### src/common/ltg_consts.svh
// constants of the low speed tone generator
`ifndef LTG_CONSTS_SVH
`define LTG_CONSTS_SVH
`define LTG_CSR_OFFSET     12'h000
`define LTG_CSR_RESET      8'h1f
`define LTG_DIV_IDLE       5'h1f
`define LTG_SEL_MSB        7
`define LTG_SEL_LSB        6
`define LTG_EN_BIT         5
`define LTG_DIV_MSB        4
`define LTG_DIV_LSB        0
`define LTG_DIV_BIAS       6'h02
`define LTG_SEL_DIV8       2'h0
`define LTG_SEL_DIV4       2'h1
`define LTG_SUB_DIV8       2'h3
`define LTG_SUB_DIV4       2'h1
`define LTG_SUB_DIV2       2'h0
`define LTG_SYS_KHZ        125000
`define LTG_LS_KHZ         128
`endif

### src/common/ltg_pkg.sv
// types of the low speed tone generator
package ltg_pkg;
  typedef logic [1:0] ltg_sel_t;
  typedef logic [4:0] ltg_div_t;
endpackage : ltg_pkg

### src/common/ltg_cfg_if.sv
// configuration carried from the register file to the tone core
`timescale 1ns/1ns
interface ltg_cfg_if;
  import ltg_pkg::*;
  ltg_sel_t sel;
  logic     en;
  ltg_div_t div;
  logic     ls_tick;
  logic     tone;
  modport regs (output sel, output en, output div, output ls_tick, input tone);
  modport core (input sel, input en, input div, input ls_tick, output tone);
endinterface : ltg_cfg_if

### src/hw/ltg_core.sv
// tone divider running on low speed clock ticks
`timescale 1ns/1ns
`include "ltg_consts.svh"
module ltg_core
  import ltg_pkg::*;
(
  input  wire logic pclk,
  input  wire logic presetn,
  ltg_cfg_if.core   cfg
);
  logic [5:0] pre_r;
  logic [1:0] sub_r;
  logic [1:0] sub_max;
  logic [5:0] pre_max;
  logic       run;
  logic       tone_r;

  // prescaler idles at the reset code and without enable
  assign run     = cfg.en && (cfg.div != `LTG_DIV_IDLE);
  assign pre_max = 6'(cfg.div) + `LTG_DIV_BIAS - 6'h01;
  always_comb
  begin
    case (cfg.sel)
      `LTG_SEL_DIV8: sub_max = `LTG_SUB_DIV8;
      `LTG_SEL_DIV4: sub_max = `LTG_SUB_DIV4;
      default:       sub_max = `LTG_SUB_DIV2;
    endcase
  end

  always_ff @(posedge pclk or negedge presetn)
  begin
    if (!presetn)
    begin
      pre_r  <= '0;
      sub_r  <= '0;
      tone_r <= 1'b0;
    end
    else if (!run)
    begin
      pre_r  <= '0;
      sub_r  <= '0;
      tone_r <= 1'b0;
    end
    else if (cfg.ls_tick)
    begin
      if (pre_r >= pre_max)
      begin
        pre_r <= '0;
        if (sub_r >= sub_max)
        begin
          sub_r  <= '0;
          tone_r <= ~tone_r;
        end
        else
          sub_r <= sub_r + 2'h1;
      end
      else
        pre_r <= pre_r + 6'h01;
    end
  end
  assign cfg.tone = tone_r;
endmodule : ltg_core

### src/hw/ltg_top.sv
// apb register file and low speed tick for the tone generator
//
// Chosen here: register access over APB.
`timescale 1ns/1ns
`include "ltg_consts.svh"
// How it works
// square tone 1/2/4 kHz from 128 kHz
// software: divider, then range, then enable
// prescaler idle while divider equals 0x1F
// software computes divider from measured clock
// range select picks /8, /4 or /2
// bit 5 enables tone, read/write
// enable gates low speed clock into prescaler
// division factor equals divider code plus two
// single register at zero resets 0x1F
// disabled: output low, prescaler cleared
module ltg_top
  import ltg_pkg::*;
#(
  parameter int SYS_KHZ = `LTG_SYS_KHZ,
  parameter int LS_KHZ  = `LTG_LS_KHZ
)
(
  input  wire logic        pclk,
  input  wire logic        presetn,
  input  wire logic        psel,
  input  wire logic        penable,
  input  wire logic        pwrite,
  input  wire logic [11:0] paddr,
  input  wire logic [31:0] pwdata,
  input  wire logic [3:0]  pstrb,
  output logic      [31:0] prdata,
  output logic             pready,
  output logic             pslverr,
  output logic             tone_out
);
  localparam int ACC_W  = 20;
  localparam int GAP_LO = SYS_KHZ / LS_KHZ;
  localparam int GAP_HI = (SYS_KHZ + LS_KHZ - 1) / LS_KHZ;
  logic [7:0]       csr_r;
  logic [ACC_W-1:0] acc_r;
  logic             tick_r;
  logic [ACC_W-1:0] gap_r;
  logic             gap_seen_r;
  logic             hit;
  logic             wr;
  ltg_cfg_if        cfg ();

  // ----------------------------------------
  // apb slave, zero wait states
  // ----------------------------------------
  assign hit     = paddr == `LTG_CSR_OFFSET;
  assign wr      = psel && penable && pwrite && hit && pstrb[0];
  assign pready  = 1'b1;
  assign pslverr = psel && penable && !hit;

  always_ff @(posedge pclk or negedge presetn)
  begin
    if (!presetn)
      csr_r <= `LTG_CSR_RESET;
    else if (wr)
      csr_r <= pwdata[7:0];
  end

  always_ff @(posedge pclk or negedge presetn)
  begin
    if (!presetn)
      prdata <= '0;
    else if (psel && !penable && !pwrite)
      prdata <= hit ? {24'h000000, csr_r} : 32'h00000000;
  end

  // ----------------------------------------
  // low speed clock as fractional tick
  // ----------------------------------------
  always_ff @(posedge pclk or negedge presetn)
  begin
    if (!presetn)
    begin
      acc_r  <= '0;
      tick_r <= 1'b0;
    end
    else if (acc_r + ACC_W'(LS_KHZ) >= ACC_W'(SYS_KHZ))
    begin
      acc_r  <= acc_r + ACC_W'(LS_KHZ) - ACC_W'(SYS_KHZ);
      tick_r <= 1'b1;
    end
    else
    begin
      acc_r  <= acc_r + ACC_W'(LS_KHZ);
      tick_r <= 1'b0;
    end
  end

  assign cfg.sel     = csr_r[`LTG_SEL_MSB:`LTG_SEL_LSB];
  assign cfg.en      = csr_r[`LTG_EN_BIT];
  assign cfg.div     = csr_r[`LTG_DIV_MSB:`LTG_DIV_LSB];
  assign cfg.ls_tick = tick_r;
  assign tone_out    = cfg.tone;

  ltg_core u_ltg_core (
    .pclk    (pclk),
    .presetn (presetn),
    .cfg     (cfg)
  );

  // ----------------------------------------
  // tick spacing monitor for the checks below
  // ----------------------------------------
  always_ff @(posedge pclk or negedge presetn)
  begin
    if (!presetn)
    begin
      gap_r      <= '0;
      gap_seen_r <= 1'b0;
    end
    else if (tick_r)
    begin
      gap_r      <= ACC_W'(32'h1);
      gap_seen_r <= 1'b1;
    end
    else if (gap_r != '1)
      gap_r <= gap_r + ACC_W'(32'h1);
  end
endmodule : ltg_top

### config.mk
export PLATFORM = sky130hd
export DESIGN_NAME = ltg_top
export DESIGN_NICKNAME = d
export VERILOG_FILES = /design/src/common/ltg_pkg.sv /design/src/common/ltg_cfg_if.sv /design/src/hw/ltg_core.sv /design/src/hw/ltg_top.sv
export VERILOG_INCLUDE_DIRS = /design/src /design/src/common
export SDC_FILE = /design/constraint.sdc
export NUM_CORES = 1
export LEC_CHECK = 0
export BUFFER_PORTS_ARGS = -buffer_cell sky130_fd_sc_hd__buf_2
export CAP_MARGIN = 20
export CORE_MARGIN = 8
export CORE_UTILIZATION = 45
export DETAILED_ROUTE_END_ITERATION = 8
export PLACE_DENSITY = 0.75
export SLEW_MARGIN = 20
export SYNTH_ARGS = -nofsm -noshare
export SYNTH_HDL_FRONTEND = slang
export SYNTH_SLANG_ARGS = --single-unit
### constraint.sdc
create_clock -name pclk -period 2.55 [get_ports pclk]
set_input_delay 0.255 -clock pclk [delete_from_list [all_inputs] [get_ports pclk]]
set_output_delay 0.255 -clock pclk [all_outputs]
set_load 0.1 [all_outputs]
==> flow_summary_export.csv <==
group,metric,value,unit
clocking,cts_inserted_buffers,5,
drt,drtIter0Drc,77,
cells_and_area,area_grow_syn2layout,10.3,%
global_route,grt_first_pass_wirelength,11.0,mm
clocking,cts_setup_buffers,0,
placement,finalWeightedCongestion,0.829,
critical_path,worst-endpoint-arrival,2.69,ns
synth,synth_common_cells,"sky130_fd_sc_hd__nand2_1 (49), sky130_fd_sc_hd__dfrtp_1 (38), sky130_fd_sc_hd__buf_4 (30), sky130_fd_sc_hd__xnor2_1 (21), sky130_fd_sc_hd__nand3_1 (19)",
min_path,holdCritPathClass,"in2reg",
run,maxCapViolCount,0,
sta,setup_violations,0,
clocking,clkTransAtPathRegs,0.09,ns
power,powerDensity,407,nW/µm²
synth,synth_seq_area_share,35.6,%
critical_path,cpMaxStageDelayCell,"sky130_fd_sc_hd__dfrtp_1",
synth,synthMostInstantiatedCell,"sky130_fd_sc_hd__nand2_1",
global_route,globalRouteTotalUtil,13.4,%
sta,max_slew.worst_pin.slew,0.551,ns
synth,yosys_most_used_dff,"sky130_fd_sc_hd__dfrtp_1",
synth,syn-mean-instance-area,9.06,µm²
critical_path,ff_to_ff_setup_slack,0.09,ns
clocking,cts_buffer_depth,2,
drt,viasPerCell,5.28,
placement,detailedPlacementHpwl,4.76,mm
critical_path,worstSetupEndpointType,"flop",
critical_path,cpPeakStageDelay,0.39,ns
die,chipHeight,98.2,µm
placement,placement.io_buffers,35,
power,power,1360,µW
critical_path,reg2regPathDepth,11,
cells_and_area,final_nets,443,
drt,detail_route.drc_violations,0,
status,run_status,"complete, no violations",
cells_and_area,layout-drive-gt1-share,22.6,%
critical_path,critical_path_required,2.78,ns
clocking,cts.root.buffer_cell,"sky130_fd_sc_hd__clkbuf_8",
cells_and_area,postLayoutCoreUtil,50.2,%
sta,timing.slew.headroom,63.2,%
synth,synth-seq-cells,43,
synth,post-synth-top-area-cell,"sky130_fd_sc_hd__dfrtp_1",
synth,postSynthCellCount,336,
clocking,clk-insertion-delay-late,0.30,ns
drt,drt_pass_1_iters,4,
power,total_leakage_power,0.00160,µW
critical_path,worstReg2RegEnd,"acc_r[9]$_DFF_PN0_",
sta,timing.fmax,407,MHz
sta,finalHoldViolCount,0,
clocking,cts.sink_count,43,
die,fp.dieW,98.2,µm
clocking,cts_tree,"built",
drt,totalWireLength,6.37,mm
die,io_pins,88,
sta,grt_setup_unrepaired,"yes",
die,row_count,30,
synth,netlist_area,3040,µm²
synth,synth.distinct_cells,59,
drt,num_vias,2408,
synth,synth_top_area_share,31.3,%
sta,skew,0.00321,ns
power,worst_supply_voltage_drop_on_vdd,0.000186,V
clocking,cts-htree-levels,2,
critical_path,worstPathCellList,"ha_1 -> buf_4 -> buf_4 -> a21oi_1 -> o31ai_1 -> a31o_1 -> o31ai_4 -> buf_4 -> nand2_2 -> mux2i_1 -> xnor2_1",
die,fp.coreArea,6680,µm²
critical_path,worst-path-max-fanout,11,
global_route,antenna_found_initial,0,
synth,share_of_flip_flops_with_an_asynchronous_set_or_reset,100,%
critical_path,crit_top_cell,"sky130_fd_sc_hd__buf_4",
drt,antenna_left,0,
critical_path,worst_r2r_startpoint,"acc_r[7]$_DFF_PN0_",
global_route,grt.overflow.total,0,
sta,ratio_of_final_minimum_period_to_clock_period,96.5,%
synth,synth.area.top_cells,"sky130_fd_sc_hd__dfrtp_1 (31%), sky130_fd_sc_hd__buf_4 (7.4%), sky130_fd_sc_hd__ha_1 (6.2%)",
sta,timing_max_transition_violations_final,0,
critical_path,nature_of_the_critical_path_startpoint,"flop",
die,starting_density,45.5,%
critical_path,crit_path_end,"acc_r[9]$_DFF_PN0_",
critical_path,critPathKind,"reg2reg",
die,dieArea,9650,µm²
cells_and_area,antenna_cells_inserted,0,
critical_path,critical_path.startpoint,"acc_r[7]$_DFF_PN0_",
drt,routed_wire_length_per_instance,14.0,µm
synth,synth_enable_flop_cells,0,
synth,yosys_warnings,0,
sta,fin_crit,2.46,ns
global_route,maximum_number_of_pins_on_one_net_before_global_route_repair,44,
global_route,grt_pass1_vias,2434,
## what timing repair did
action	4_1_cts	5_1_grt
hold buffers	0	1
resized for setup	0	3
setup endpoints to repair	0	4
hold endpoints to repair	0	38
## layout by cell type, fill, tap and decap left out, types with 3 or more instances in the layout
cell type	count
sky130_fd_sc_hd__nand4_1	3
sky130_fd_sc_hd__ha_1	15
sky130_fd_sc_hd__mux2_2	8
sky130_fd_sc_hd__dfrtp_1	38
sky130_fd_sc_hd__inv_6	3
sky130_fd_sc_hd__inv_1	11
sky130_fd_sc_hd__nor2_1	18
sky130_fd_sc_hd__nor3_1	5
sky130_fd_sc_hd__xnor2_1	21
sky130_fd_sc_hd__o21ai_0	9
sky130_fd_sc_hd__a21oi_1	8
sky130_fd_sc_hd__and3_1	7
sky130_fd_sc_hd__dfstp_2	5
sky130_fd_sc_hd__buf_2	34
sky130_fd_sc_hd__nand3_1	19
sky130_fd_sc_hd__a21o_1	7
sky130_fd_sc_hd__nand2b_1	6
sky130_fd_sc_hd__a31oi_1	3
sky130_fd_sc_hd__nand4b_1	3
sky130_fd_sc_hd__conb_1	25
sky130_fd_sc_hd__xor2_1	9
sky130_fd_sc_hd__buf_4	14
sky130_fd_sc_hd__mux2i_1	3
sky130_fd_sc_hd__nor4_1	5
sky130_fd_sc_hd__clkbuf_8	5
sky130_fd_sc_hd__nand2_1	49
## metal layers
metal | vias up | GRT usage (%) | wire [µm]
met5 | - | 0 | 0
met4 | 0 | 4.01 | 74
met3 | 8 | 3.27 | 280
met2 | 52 | 25.7 | 3360
met1 | 1156 | 14.0 | 2660
li1 | 1192 | - | -
## layout make-up
type,instances,area [µm²]
inverter,11,41.3
clock buffer,5,68.8
timing repair buffer,49,285
multi-input combinational,265,1750
fill,644,3320
sequential,43,1080
clock inverter,3,26.3
tap,80,100
## worst min path at each step
stage                                      from                     to  cells after the start
final                                 pwdata[0]   csr_r[0]$_DFFE_PN1P_                      2
after floorplan                         presetn    acc_r[10]$_DFF_PN0_                      0
after CTS                               presetn  prdata[5]$_DFFE_PN0P_                      1
after detailed placement  prdata[2]$_DFFE_PN0P_  prdata[2]$_DFFE_PN0P_                      2
after global routing                  pwdata[6]   csr_r[6]$_DFFE_PN0P_                      2
after global placement    prdata[2]$_DFFE_PN0P_  prdata[2]$_DFFE_PN0P_                      2
## metrics by stage
stage | cells | hold slack [ns] | cell area [µm²] | setup TNS, ns | worst slack, ns
detailed placement | 447 | 0.456 | 3230 | 0 | 0.0855
CTS | 455 | 0.127 | 3320 | 0 | 0.0633
floorplan | 359 | -0.0406 | 3130 | 0 | 0.247
global route | 456 | 0.174 | 3360 | -0.110 | -0.0510
finish | 456 | 0.178 | 3360 | 0 | 0.0905
global placement | 447 | 0.450 | 3230 | 0 | 0.158
## cells by family after synthesis
family	Yosys count	synth area share [%]
AND/OR/NAND/NOR	134	22.9
other	2	0.247
flip-flops	43	35.6
XOR/XNOR	30	8.64
AO/OA/AOI/OAI	50	12.1
adder cells (fa/ha/maj)	15	6.17
multiplexers	11	3.95
buffers and inverters	51	10.4
## flip-flops by register name, indices dropped and copies added, names as in the netlist
register,count
u_ltg_core.pre_r,6
prdata,8
csr_r,8
cfg.ls_tick,1
acc_r,17
u_ltg_core.cfg.tone,1
u_ltg_core.sub_r,2
## worst max-delay path: cells and delay by family, from the launching register on
| family | cells | cell delay [ns] |
|---|---|---|
| compound gates | 4 | 0.84 |
| xor+xnor | 1 | 0.13 |
| fa+ha+maj | 1 | 0.22 |
| buf+inv | 3 | 0.57 |
| flops | 1 | 0.39 |
| mux | 1 | 0.17 |
| simple gates | 1 | 0.07 |
## power by group
group	internal, µW	switching, µW
Clock	204	271
Combinational	17.4	191
Sequential	682	0.105
(Power assumes the default switching activity.)
